### config.mk
export PLATFORM = sky130hd
export DESIGN_NAME = serial_eeprom_controller
export DESIGN_NICKNAME = d
export VERILOG_FILES = /design/src/logic/rom_pkg.sv /design/src/logic/rom_shifter.sv /design/src/logic/serial_eeprom_controller.sv
export SDC_FILE = /design/constraint.sdc
export NUM_CORES = 1
export LEC_CHECK = 0
export BUFFER_PORTS_ARGS = -buffer_cell sky130_fd_sc_hd__buf_2
export CAP_MARGIN = 5
export CORE_AREA = 2 2 169 171
export CTS_BUF_LIST = sky130_fd_sc_hd__clkbuf_2
export DETAILED_ROUTE_END_ITERATION = 16
export DIE_AREA = 0 0 171 173
export HOLD_SLACK_MARGIN = 0.02
export RECOVER_POWER = 100
export SLEW_MARGIN = 20
export SYNTH_ARGS = -nofsm -noshare
export SYNTH_HDL_FRONTEND = slang
export SYNTH_SLANG_ARGS = --single-unit
### constraint.sdc
create_clock -name clk -period 5.7 [get_ports clk]
set_clock_uncertainty 0.2 [all_clocks]
set_input_delay 0.57 -clock clk [delete_from_list [all_inputs] [get_ports clk]]
set_output_delay 0.57 -clock clk [all_outputs]
set_load 0.02 [all_outputs]
### src/logic/rom_pkg.sv
package rom_pkg;
  // ****************************************
  // register map (byte addresses)
  // ****************************************
  localparam logic [7:0] CMD_OFS = 8'h00;
  localparam logic [7:0] DATA_OFS = 8'h04;
  localparam logic [7:0] ADDR_LO_OFS = 8'h08;
  localparam logic [7:0] ADDR_HI_OFS = 8'h0c;
  localparam logic [7:0] GPIO_OFS = 8'h10;
  // ****************************************
  // command register fields
  // ****************************************
  localparam int BUSY_POS = 31;
  localparam int OP_POS = 28;
  localparam int TMO_POS = 9;
  localparam int LOAD_POS = 8;
  localparam int LOC_POS = 0;
  // ****************************************
  // gpio configuration fields
  // ****************************************
  localparam int GP_EN_POS = 0;
  localparam int GP_DAT_POS = 1;
  localparam int GP_CLK_POS = 2;
  localparam int GP_DAT_OE_POS = 3;
  localparam int GP_CLK_OE_POS = 4;
  localparam logic [4:0] GPIO_RST = 5'h01;
  // ****************************************
  // host operations
  // ****************************************
  localparam logic [2:0] OP_READ = 3'h0;
  localparam logic [2:0] OP_LOCK = 3'h1;
  localparam logic [2:0] OP_UNLOCK = 3'h2;
  localparam logic [2:0] OP_WRITE = 3'h3;
  localparam logic [2:0] OP_WRALL = 3'h4;
  localparam logic [2:0] OP_ERASE = 3'h5;
  localparam logic [2:0] OP_ERALL = 3'h6;
  localparam logic [2:0] OP_RELOAD = 3'h7;
  // ****************************************
  // serial frame
  // ****************************************
  localparam logic [7:0] SIGNATURE = 8'ha5;
  localparam logic [2:0] ADDR_BYTES = 3'h6;
  localparam logic [4:0] SHORT_BITS = 5'h0a;
  localparam logic [4:0] LONG_BITS = 5'h12;
  // ****************************************
  // timing
  // ****************************************
  localparam int CLK_PERIOD_NS = 8;
  localparam int SCLK_PERIOD_NS = 160;
  localparam int SCLK_HALF_CYC = (SCLK_PERIOD_NS + 2 * CLK_PERIOD_NS - 1) / (2 * CLK_PERIOD_NS);
  localparam int TIMEOUT_MS = 30;
  localparam int TIMEOUT_CYC = TIMEOUT_MS * 1000000 / CLK_PERIOD_NS;
  // ****************************************
  // controller states
  // ****************************************
  typedef enum logic [4:0] {
    S_IDLE = 5'b00001,
    S_LOAD = 5'b00010,
    S_CMD = 5'b00100,
    S_GAP = 5'b01000,
    S_POLL = 5'b10000
  } state_t;
endpackage

### src/logic/rom_shifter.sv
`timescale 1ns/1ps
module rom_shifter #(
  parameter int HALF_CYC = rom_pkg::SCLK_HALF_CYC
) (
  // clock and reset
  input wire logic clk,
  input wire logic rst,
  // frame request
  input wire logic start,
  input wire logic [4:0] nbits,
  input wire logic [4:0] drive_bits,
  input wire logic [17:0] tx_word,
  output logic busy,
  output logic done,
  output logic [7:0] rx_byte,
  // serial side
  input wire logic din,
  output logic sclk,
  output logic dout,
  output logic drive
);
  typedef struct packed {
    logic busy;
    logic done;
    logic sclk;
    logic [15:0] cnt;
    logic [4:0] left;
    logic [4:0] drv;
    logic [17:0] sh;
    logic [7:0] rx;
  } shf_t;

  shf_t q, d;

  always_comb begin
    d = q;
    d.done = 1'b0;
    if (!q.busy) begin
      if (start) begin
        d.busy = 1'b1;
        d.sclk = 1'b0;
        d.cnt = 16'h0000;
        d.left = nbits;
        d.drv = drive_bits;
        d.sh = tx_word;
      end
    end else if (q.cnt == 16'(HALF_CYC - 1)) begin
      d.cnt = 16'h0000;
      if (!q.sclk) begin
        d.sclk = 1'b1;
      end else begin
        // sample after the rising edge so the rom output has settled
        d.sclk = 1'b0;
        d.rx = {q.rx[6:0], din};
        d.sh = {q.sh[16:0], 1'b0};
        d.left = q.left - 5'h01;
        if (q.drv != 5'h00) begin
          d.drv = q.drv - 5'h01;
        end
        if (q.left == 5'h01) begin
          d.busy = 1'b0;
          d.done = 1'b1;
        end
      end
    end else begin
      d.cnt = q.cnt + 16'h0001;
    end
  end

  always_ff @(posedge clk) begin
    if (rst) begin
      q <= '0;
    end else begin
      q <= d;
    end
  end

  assign busy = q.busy;
  assign done = q.done;
  assign rx_byte = q.rx;
  assign sclk = q.sclk;
  assign dout = q.busy & q.sh[17];
  assign drive = q.busy & (q.drv != 5'h00);
endmodule

### src/logic/serial_eeprom_controller.sv
`timescale 1ns/1ps
module serial_eeprom_controller #(
  parameter int TIMEOUT_CYC = rom_pkg::TIMEOUT_CYC,
  parameter int HALF_CYC = rom_pkg::SCLK_HALF_CYC
) (
  // clock and reset
  input wire logic clk,
  input wire logic rst,
  // register port
  input wire logic [7:0] reg_addr,
  input wire logic [31:0] reg_wdata,
  input wire logic reg_wr,
  input wire logic reg_rd,
  output logic [31:0] reg_rdata,
  // station address
  output logic [31:0] station_addr_low,
  output logic [15:0] station_addr_high,
  // rom pins
  output logic rom_cs,
  output logic rom_serial_clock_pin_o,
  output logic rom_serial_clock_pin_oe,
  input wire logic rom_serial_data_pin_i,
  output logic rom_serial_data_pin_o,
  output logic rom_serial_data_pin_oe
);
  // ****************************************
  // state
  // ****************************************
  typedef struct packed {
    rom_pkg::state_t st;
    logic launch;
    logic [2:0] idx;
    logic sync1;
    logic sync2;
    logic [31:0] rdata;
    logic busy;
    logic [2:0] op;
    logic [6:0] loc;
    logic tmo;
    logic load_ok;
    logic [7:0] data;
    logic [31:0] addr_lo;
    logic [15:0] addr_hi;
    logic [4:0] gcfg;
    logic [31:0] cnt;
    logic poll_cs;
    logic pin_cs;
    logic pin_ck;
    logic pin_ck_oe;
    logic pin_do;
    logic pin_do_oe;
  } ctl_t;

  ctl_t q, d;
  logic [17:0] tx_word;
  logic [4:0] nbits;
  logic [4:0] drive_bits;
  logic sh_busy;
  logic sh_done;
  logic [7:0] rx_byte;
  logic sh_sclk;
  logic sh_dout;
  logic sh_drive;

  // ****************************************
  // frame builder
  // ****************************************
  // returns {bit count, drive count, left-aligned frame}
  function automatic logic [27:0] build_frame(input logic [2:0] op, input logic [6:0] loc,
                                              input logic [7:0] data);
    logic [17:0] w;
    logic [4:0] n;
    logic [4:0] dr;
    w = 18'h00000;
    n = rom_pkg::SHORT_BITS;
    dr = rom_pkg::SHORT_BITS;
    case (op)
      rom_pkg::OP_READ, rom_pkg::OP_RELOAD: begin
        // data bits belong to the rom, so release the pin after the address
        w = {1'b1, 2'b10, loc, 8'h00};
        n = rom_pkg::LONG_BITS;
      end
      rom_pkg::OP_WRITE: begin
        w = {1'b1, 2'b01, loc, data};
        n = rom_pkg::LONG_BITS;
        dr = rom_pkg::LONG_BITS;
      end
      rom_pkg::OP_WRALL: begin
        w = {1'b1, 2'b00, 2'b01, 5'h00, data};
        n = rom_pkg::LONG_BITS;
        dr = rom_pkg::LONG_BITS;
      end
      rom_pkg::OP_ERASE: begin
        w = {1'b1, 2'b11, loc, 8'h00};
      end
      rom_pkg::OP_ERALL: begin
        w = {1'b1, 2'b00, 2'b10, 5'h00, 8'h00};
      end
      rom_pkg::OP_LOCK: begin
        w = {1'b1, 2'b00, 2'b00, 5'h00, 8'h00};
      end
      rom_pkg::OP_UNLOCK: begin
        w = {1'b1, 2'b00, 2'b11, 5'h00, 8'h00};
      end
      default: begin
        w = 18'h00000;
      end
    endcase
    return {n, dr, w};
  endfunction

  // commands that program the array end with a ready poll
  function automatic logic needs_poll(input logic [2:0] op);
    return (op == rom_pkg::OP_WRITE) || (op == rom_pkg::OP_WRALL) ||
           (op == rom_pkg::OP_ERASE) || (op == rom_pkg::OP_ERALL);
  endfunction

  always_comb begin
    logic [27:0] f;
    f = build_frame((q.st == rom_pkg::S_LOAD) ? rom_pkg::OP_READ : q.op,
                    (q.st == rom_pkg::S_LOAD) ? {4'h0, q.idx} : q.loc, q.data);
    nbits = f[27:23];
    drive_bits = f[22:18];
    tx_word = f[17:0];
  end

  // ****************************************
  // controller
  // ****************************************
  always_comb begin
    d = q;
    d.launch = 1'b0;
    d.sync1 = rom_serial_data_pin_i;
    d.sync2 = q.sync1;

    // register reads answer one cycle later; unmapped reads give zero
    d.rdata = 32'h00000000;
    if (reg_rd) begin
      case (reg_addr)
        rom_pkg::CMD_OFS: begin
          d.rdata[rom_pkg::BUSY_POS] = q.busy;
          d.rdata[rom_pkg::OP_POS +: 3] = q.op;
          d.rdata[rom_pkg::TMO_POS] = q.tmo;
          d.rdata[rom_pkg::LOAD_POS] = q.load_ok;
          d.rdata[rom_pkg::LOC_POS +: 7] = q.loc;
        end
        rom_pkg::DATA_OFS: d.rdata = {24'h000000, q.data};
        rom_pkg::ADDR_LO_OFS: d.rdata = q.addr_lo;
        rom_pkg::ADDR_HI_OFS: d.rdata = {16'h0000, q.addr_hi};
        rom_pkg::GPIO_OFS: d.rdata = {27'h0000000, q.gcfg};
        default: d.rdata = 32'h00000000;
      endcase
    end

    if (reg_wr) begin
      case (reg_addr)
        rom_pkg::CMD_OFS: begin
          // writes during a command are dropped to protect the running frame
          if (!q.busy) begin
            d.op = reg_wdata[rom_pkg::OP_POS +: 3];
            d.loc = reg_wdata[rom_pkg::LOC_POS +: 7];
            if (reg_wdata[rom_pkg::BUSY_POS]) begin
              d.busy = 1'b1;
              d.tmo = 1'b0;
              d.launch = 1'b1;
              d.idx = 3'h0;
              if (reg_wdata[rom_pkg::OP_POS +: 3] == rom_pkg::OP_RELOAD) begin
                d.load_ok = 1'b0;
                d.st = rom_pkg::S_LOAD;
              end else begin
                d.st = rom_pkg::S_CMD;
              end
            end
          end
        end
        rom_pkg::DATA_OFS: d.data = reg_wdata[7:0];
        rom_pkg::ADDR_LO_OFS: d.addr_lo = reg_wdata;
        rom_pkg::ADDR_HI_OFS: d.addr_hi = reg_wdata[15:0];
        rom_pkg::GPIO_OFS: d.gcfg = reg_wdata[4:0];
        default: begin
        end
      endcase
    end

    case (q.st)
      rom_pkg::S_IDLE: begin
        d.poll_cs = 1'b0;
      end
      rom_pkg::S_LOAD: begin
        if (sh_done) begin
          if (q.idx == 3'h0) begin
            if (rx_byte == rom_pkg::SIGNATURE) begin
              d.idx = 3'h1;
              d.launch = 1'b1;
            end else begin
              d.busy = 1'b0;
              d.st = rom_pkg::S_IDLE;
            end
          end else begin
            case (q.idx)
              3'h1: d.addr_lo[7:0] = rx_byte;
              3'h2: d.addr_lo[15:8] = rx_byte;
              3'h3: d.addr_lo[23:16] = rx_byte;
              3'h4: d.addr_lo[31:24] = rx_byte;
              3'h5: d.addr_hi[7:0] = rx_byte;
              default: d.addr_hi[15:8] = rx_byte;
            endcase
            if (q.idx == rom_pkg::ADDR_BYTES) begin
              d.load_ok = 1'b1;
              d.busy = 1'b0;
              d.st = rom_pkg::S_IDLE;
            end else begin
              d.idx = q.idx + 3'h1;
              d.launch = 1'b1;
            end
          end
        end
      end
      rom_pkg::S_CMD: begin
        if (sh_done) begin
          if (q.op == rom_pkg::OP_READ) begin
            d.data = rx_byte;
          end
          if (needs_poll(q.op)) begin
            d.cnt = 32'h00000000;
            d.st = rom_pkg::S_GAP;
          end else begin
            d.busy = 1'b0;
            d.st = rom_pkg::S_IDLE;
          end
        end
      end
      rom_pkg::S_GAP: begin
        // chip select low for half a serial clock before the ready poll
        if (q.cnt == 32'(HALF_CYC - 1)) begin
          d.cnt = 32'h00000000;
          d.poll_cs = 1'b1;
          d.st = rom_pkg::S_POLL;
        end else begin
          d.cnt = q.cnt + 32'h00000001;
        end
      end
      rom_pkg::S_POLL: begin
        // rom holds its output low while programming, high once ready
        if (q.sync2) begin
          d.busy = 1'b0;
          d.poll_cs = 1'b0;
          d.st = rom_pkg::S_IDLE;
        end else if (q.cnt == 32'(TIMEOUT_CYC - 1)) begin
          d.tmo = 1'b1;
          d.busy = 1'b0;
          d.poll_cs = 1'b0;
          d.st = rom_pkg::S_IDLE;
        end else begin
          d.cnt = q.cnt + 32'h00000001;
        end
      end
      default: begin
        d.st = rom_pkg::S_IDLE;
        d.busy = 1'b0;
        d.poll_cs = 1'b0;
      end
    endcase

    // pins leave flops so the rom never sees a glitch on its clock or select
    d.pin_cs = q.gcfg[rom_pkg::GP_EN_POS] & (sh_busy | q.poll_cs);
    d.pin_ck = q.gcfg[rom_pkg::GP_EN_POS] ? sh_sclk : q.gcfg[rom_pkg::GP_CLK_POS];
    d.pin_ck_oe = q.gcfg[rom_pkg::GP_EN_POS] | q.gcfg[rom_pkg::GP_CLK_OE_POS];
    d.pin_do = q.gcfg[rom_pkg::GP_EN_POS] ? sh_dout : q.gcfg[rom_pkg::GP_DAT_POS];
    d.pin_do_oe = q.gcfg[rom_pkg::GP_EN_POS] ? sh_drive : q.gcfg[rom_pkg::GP_DAT_OE_POS];
  end

  // reset starts the automatic station address load
  always_ff @(posedge clk) begin
    if (rst) begin
      q <= '0;
      q.st <= rom_pkg::S_LOAD;
      q.launch <= 1'b1;
      q.busy <= 1'b1;
      q.gcfg <= rom_pkg::GPIO_RST;
      q.pin_ck_oe <= 1'b1;
    end else begin
      q <= d;
    end
  end

  // ****************************************
  // serial engine
  // ****************************************
  rom_shifter #(
    .HALF_CYC(HALF_CYC)
  ) u_shifter (
    .clk(clk),
    .rst(rst),
    .start(q.launch),
    .nbits(nbits),
    .drive_bits(drive_bits),
    .tx_word(tx_word),
    .busy(sh_busy),
    .done(sh_done),
    .rx_byte(rx_byte),
    .din(q.sync2),
    .sclk(sh_sclk),
    .dout(sh_dout),
    .drive(sh_drive)
  );

  // ****************************************
  // pins
  // ****************************************
  assign reg_rdata = q.rdata;
  assign station_addr_low = q.addr_lo;
  assign station_addr_high = q.addr_hi;
  assign rom_cs = q.pin_cs;
  assign rom_serial_clock_pin_o = q.pin_ck;
  assign rom_serial_clock_pin_oe = q.pin_ck_oe;
  assign rom_serial_data_pin_o = q.pin_do;
  assign rom_serial_data_pin_oe = q.pin_do_oe;
endmodule

Word-level counts from Yosys, hierarchy flattened --
Index checks and enable logic that the tools add are counted.
Word-level totals: register bits after elaboration 210, bits of input ports 45, output and inout bits 85, word-level logic and storage cells 204
Cells by class: add/subtract/negate cells 5, equal/unequal tests 41, mux-type cells 91, bitwise logic cells 11, reduce and logical (&&, ||, !) cells 26
Operator list (count):
- 32-bit two-way mux | 6
- 48-bit two-way mux | 3
- 18-bit case mux with 7 select lines | 1
- 32-bit case mux with 3 select lines | 1
- 45-bit two-way mux | 2
- 8-bit two-way mux | 10
- 74-bit two-way mux | 1
- 36-bit two-way mux | 2
- 9-bit two-way mux | 6
- 5-bit two-way mux | 10
- 18-bit case mux with 2 select lines | 1
- 7-bit case mux with 5 select lines | 1
- 3-bit equality test (second input constant) | 11
- 32-bit by 1-bit adder with 32-bit output (second input constant) | 1
- 32-bit by 22-bit equality test with 1-bit output (second input constant) | 1
- 32-bit by 4-bit equality test with 1-bit output (second input constant) | 1
- 16-bit two-way mux | 2
- 1-bit two-way mux | 26
- 13-bit two-way mux | 2
- 5-bit case mux with 5 select lines | 1
- 16-bit by 1-bit adder with 16-bit output (second input constant) | 1
- 16-bit by 4-bit equality test with 1-bit output (second input constant) | 1
- 8-bit by 4-bit equality test with 1-bit output (second input constant) | 2
- 4-bit two-way mux | 4
- 38 further kinds | 77

Logic depth before layout (Yosys ltp) --
depth in word-level cells 10, mapped depth 11

Hierarchy --
Synthesis repeated with hierarchy kept, for this count alone.
Second synthesis, totals: cell total of the unflattened synthesis 1313, area, all modules 10921.7 um2
By module, submodules not included:
- serial_eeprom_controller | instances 1, cells an instance 959, area each 8021.4 um2, seq. area each 3103.0 um2
- rom_shifter | instances 1, cells an instance 354, area each 2900.3 um2, seq. area each 1101.1 um2

Least setup slack after synthesis --
No wires, ideal clock.
path kind reg-to-reg, from reg q[153] in the netlist's numbering, to reg u_shifter.q[22] in the netlist's numbering, library setup time 0.136 ns, data arrival time 2.300 ns, required time 5.364 ns, setup slack 3.064 ns, cell stages (with the launch flop) 11, buffers on the path 1, clock period less this slack 2.636 ns, cell sequence dfxtp_1 -> clkbuf_1 -> nor4b_1 -> nand2_1 -> nand2_1 -> ha_1 -> inv_1 -> o32ai_1 -> nor3_1 -> o311ai_0 -> a31oi_1
On the way: longest elaborated chain between the ends 7, elaborated cells on any way between the ends 15, classes of those cells eq/ne (8); mux (5); reduce/logical (2)
RTL lines:
- from (decl) | RTL line serial_eeprom_controller.sv:54 | ctl_t q, d;
- 5-bit by 2-bit equality test with 1-bit output (*) | RTL line serial_eeprom_controller.sv:120, serial_eeprom_controller.sv:121
- 3-bit two-way mux | RTL line serial_eeprom_controller.sv:120 | f = build_frame((q.st == rom_pkg::S_LOAD) ? rom_pkg::OP_READ : q.op,
- 3-bit equality test or 3-bit logical NOT (tied branches) | RTL line serial_eeprom_controller.sv:77 | case (op)
- 2-bit OR reduction
- 18-bit case mux with 7 select lines (*) | RTL line serial_eeprom_controller.sv:77
- 45-bit two-way mux (*) | RTL line rom_shifter.sv:39 | if (start) begin
- 45-bit two-way mux (*) | RTL line rom_shifter.sv:38 | if (!q.busy) begin
- to (signal assigned) | RTL line rom_shifter.sv:72 | q <= '0;
- to (signal assigned) | RTL line rom_shifter.sv:74 | q <= d;
- to (decl) | RTL line rom_shifter.sv:33 | shf_t q, d;
Mark *: on every way between the ends. The rest lies on a longest branch, timed or not. The select of a mux whose other input is x is not followed. A chain may end at the register's enable or synchronous reset.

==> impl_metrics.yaml <==
run_status:
  status: "finished, violations left"
  violations: "max-capacitance violations, max-slew violations"
sta:
  fin_hold_ws_ns: 0.1243
  slew_violations: 66
  final-setup-viol-count: 0
  fin_crit_sh: 0.6733
  setup_tns_ns: 0
  slew_headroom: -0.4458
  max_freq_mhz: 260.5
  period_needed_ns: 3.838
  rsz0062_at_grt: "false"
  hold_viol: 0
  worst_pin_slew_ns: 2.161
yosys:
  syn-num-nets: 1343
  synth-seq-cells: 210
  async_flop_share: 0
  ys_seq_area_frac: 0.3854
  yosys_warnings: 0
  synth_flop_cell: "dfxtp_1"
  syn_area_mm2: 0.01091
  avgSynthCellArea_um2: 8.510
  synthCells: 1282
  synthDistinctLibCells: 86
  synth_edf_count: 0
final_layout:
  multi_input_area_mm2: 0.005539
  finalCoreUtilization: 0.4285
  final_common_cell: "dfxtp_1"
  regArea_mm2: 0.004204
  post-route-cell-area_mm2: 0.01184
  final_cell_mix: "dfxtp_1, nand2_1, a21oi_1"
  final_nets: 1417
  area_growth_syn_to_layout_pct: 8.522
  final_layout_size_suffix_gt1_frac: 0.1201
  fillers: 2851
pwr:
  power.internal_mw: 1.955
  pwr-share-comb: 0.079
  ir_worst_vdd_uv: 88.73
  static-leakage-power_nw: 4.412
  power_frac_clock: 0.370
  p_sw_mw: 0.7694
  powerDensity_mw_per_mm2: 230.2
  pwr-share-seq: 0.551
  swShare: 0.2824
setup_path:
  r2r_cells: 5
  cp-end-kind: "flop"
  slowest_stage: "clkbuf_1"
  r2r_end: "u_shifter.q[23]"
  rr_startpoint: "u_shifter.q[45]"
  path_common_cell: "clkbuf_1"
  path_class: "in -> reg"
  critical-path-max-stage-delay_ns: 1.34
  cp_num_buf_inv: 4
  path_cells: "dlygate4sd3_1 > clkbuf_1 > inv_1 > clkbuf_1 > o21ai_0 > a31oi_1"
  critPathLaunchType: "input port"
  crit_cells: 6
  crit_fanout: 37
  cp.required_ns: 6.19
  r2r_slack_ns: 1.90
  cp_top_family: "buffers and inverters"
  cp.arrival_ns: 4.33
run:
  drv_cap: 2
cts:
  clk_pin_slew_ns: 0.10
  clkLatencyLatePin_ns: 0.83
  postCtsSetupBuffers: 0
  numCtsBuffers: 54
  cts_tree: "built"
  ctsLongestPathBuffers: 3
  ctsHtreeMaxLevel: 2
  cts-root-buf: "clkbuf_2"
  clock_sinks: 210
floorplan:
  core_area_mm2: 0.02763
  pin_count: 130
  fp.dieH_um: 173
  fp.dieW_um: 171
  row_count: 61
  initial_core_util: 0.3948
  die_area_mm2: 0.02958
routing:
  wirelength_um: 29280
  drt_first_pass_iters: 7
  avgRoutedWirePerCell_um: 16.55
  avgViaCountPerCell: 5.480
  antenna_left: 0
  drcViolationCount: 0
  via_count: 9695
  dr.first_iter.drc_count: 685
hold_path:
  holdPathEnd: "reg_rdata[28]"
  min_path_type: "in -> reg"
  hold_depth: 3
  worstHoldStart: "reg_addr[3]"
grt:
  grt_pass1_wl_um: 47330
  grt_overflow: 0
  grt_usage: 0.1935
  grt_pass1_vias: 9284
  grt_max_degree: 71
  antenna_found_initial: 1
place:
  post-dp-hpwl_um: 19750
  placed_cell_area_mm2: 0.01108
  portBuffers: 129
  gp_congestion: 0.8227
-- stage by stage --
stage	instances	worst slack (ns)	power, mW
finish	1769	1.862	2.725
floorplan	1282	3.064	1.669
detailed placement	1631	2.430	1.732
global placement	1631	2.514	1.731
global route	1769	1.510	2.867
CTS	1768	2.469	2.771
-- cells by family (layout without fill, tap and decap cells) --
| group | Yosys count | in the layout | synth area share |
|---|---|---|---|
| adders and majority gates | 16 | 16 | 0.01835 |
| DFF | 210 | 210 | 0.3854 |
| other | 0 | 1 | 0 |
| xor gates and xnor gates | 8 | 8 | 0.006423 |
| AOI/OAI and AO/OA | 333 | 333 | 0.1920 |
| and+or+nand+nor | 451 | 451 | 0.2274 |
| buffers and inverters | 193 | 301 | 0.1020 |
| muxes | 71 | 71 | 0.06847 |
-- metal layers --
| metal | up-vias | GRT usage | share of wire |
|---|---|---|---|
| met5 | - | 0 | 0 |
| met4 | 0 | 0.07097 | 0.027 |
| met3 | 58 | 0.03433 | 0.058 |
| met2 | 300 | 0.3209 | 0.46 |
| met1 | 4557 | 0.2503 | 0.45 |
| li1 | 4780 | - | - |
-- final cells by class --
cell class / instances / area share
multi-input cells: 879 / 0.4679
clock buffers: 74 / 0.03128
diodes: 1 / 0.0002114
inverters: 27 / 0.008561
clock inverters: 16 / 0.007398
well taps: 378 / 0.03995
repair buffers: 184 / 0.08962
flip-flops and latches: 210 / 0.3551
-- synthesized netlist by cell type, types with 4 or more instances --
cell type,n,share of area
nand3_1,60,0.028
xor2_1,5,0.0040
or3_1,15,0.0086
or4_1,18,0.012
and4_1,8,0.0064
nor2_1,71,0.024
nor2b_1,12,0.0069
buf_2,25,0.011
a311oi_1,14,0.011
clkbuf_1,46,0.016
mux2_2,9,0.0093
nand4_1,14,0.0080
o211ai_1,7,0.0048
a211oi_1,21,0.014
and2_1,18,0.010
a22oi_1,11,0.0076
nor3b_1,5,0.0034
nor4_1,13,0.0075
buf_4,89,0.061
and3_1,8,0.0046
nor4b_1,4,0.0032
dfxtp_1,210,0.39
nand2_1,130,0.045
nor3_1,25,0.011
a21oi_1,116,0.053
nand4b_1,4,0.0032
a22o_1,5,0.0040
nand3b_1,4,0.0028
mux2i_1,60,0.055
a31oi_1,34,0.019
inv_1,27,0.0093
o21ai_0,65,0.030
o22ai_1,4,0.0023
nand2b_1,7,0.0040
or2_2,6,0.0034
ha_1,16,0.018
o31ai_1,19,0.013
-- sequential cells by signal, indices dropped and copies added, names as in the netlist --
signal / count
rom_serial_clock_pin_o: 1
d: 1
u_shifter.q: 44
rom_serial_data_pin_oe: 1
q: 69
u_shifter.done: 1
u_shifter.sclk: 1
rom_cs: 1
u_shifter.rx_byte: 8
station_addr_low: 32
reg_rdata: 32
rom_serial_data_pin_o: 1
rom_serial_clock_pin_oe: 1
station_addr_high: 16
u_shifter.busy: 1
-- power groups by stage --
stage	sequential (mW)	clock (mW)	combinational, mW
finish	1.50	1.01	0.216
global route	1.50	1.13	0.237
CTS	1.50	1.05	0.218
detailed placement	1.53	0	0.197
global placement	1.53	0	0.198
floorplan	1.52	0	0.147
-- how the worst max path moves through the flow --
stage | startpoint | to | slack, ns
floorplan | q[153] | u_shifter.q[22] | 3.06
global placement | reg_addr[5] | station_addr_low[14] | 2.51
detailed placement | reg_addr[5] | station_addr_low[16] | 2.43
CTS | reg_wr | q[108] | 2.47
global route | u_shifter.q[45] | u_shifter.q[24] | 1.51
finish | rst | station_addr_high[6] | 1.86
-- timing repair --
action	4_1_cts	5_1_grt
endpoints found under the hold margin	93	0
resized for setup	0	0
hold buffers	47	0
-- tightest hold or removal path: stages --
cell and delay [ns]:
buf_2 0.26, mux2i_1 0.17, nor2_1 0.08
Note: power is estimated with default switching activity, not from simulation.
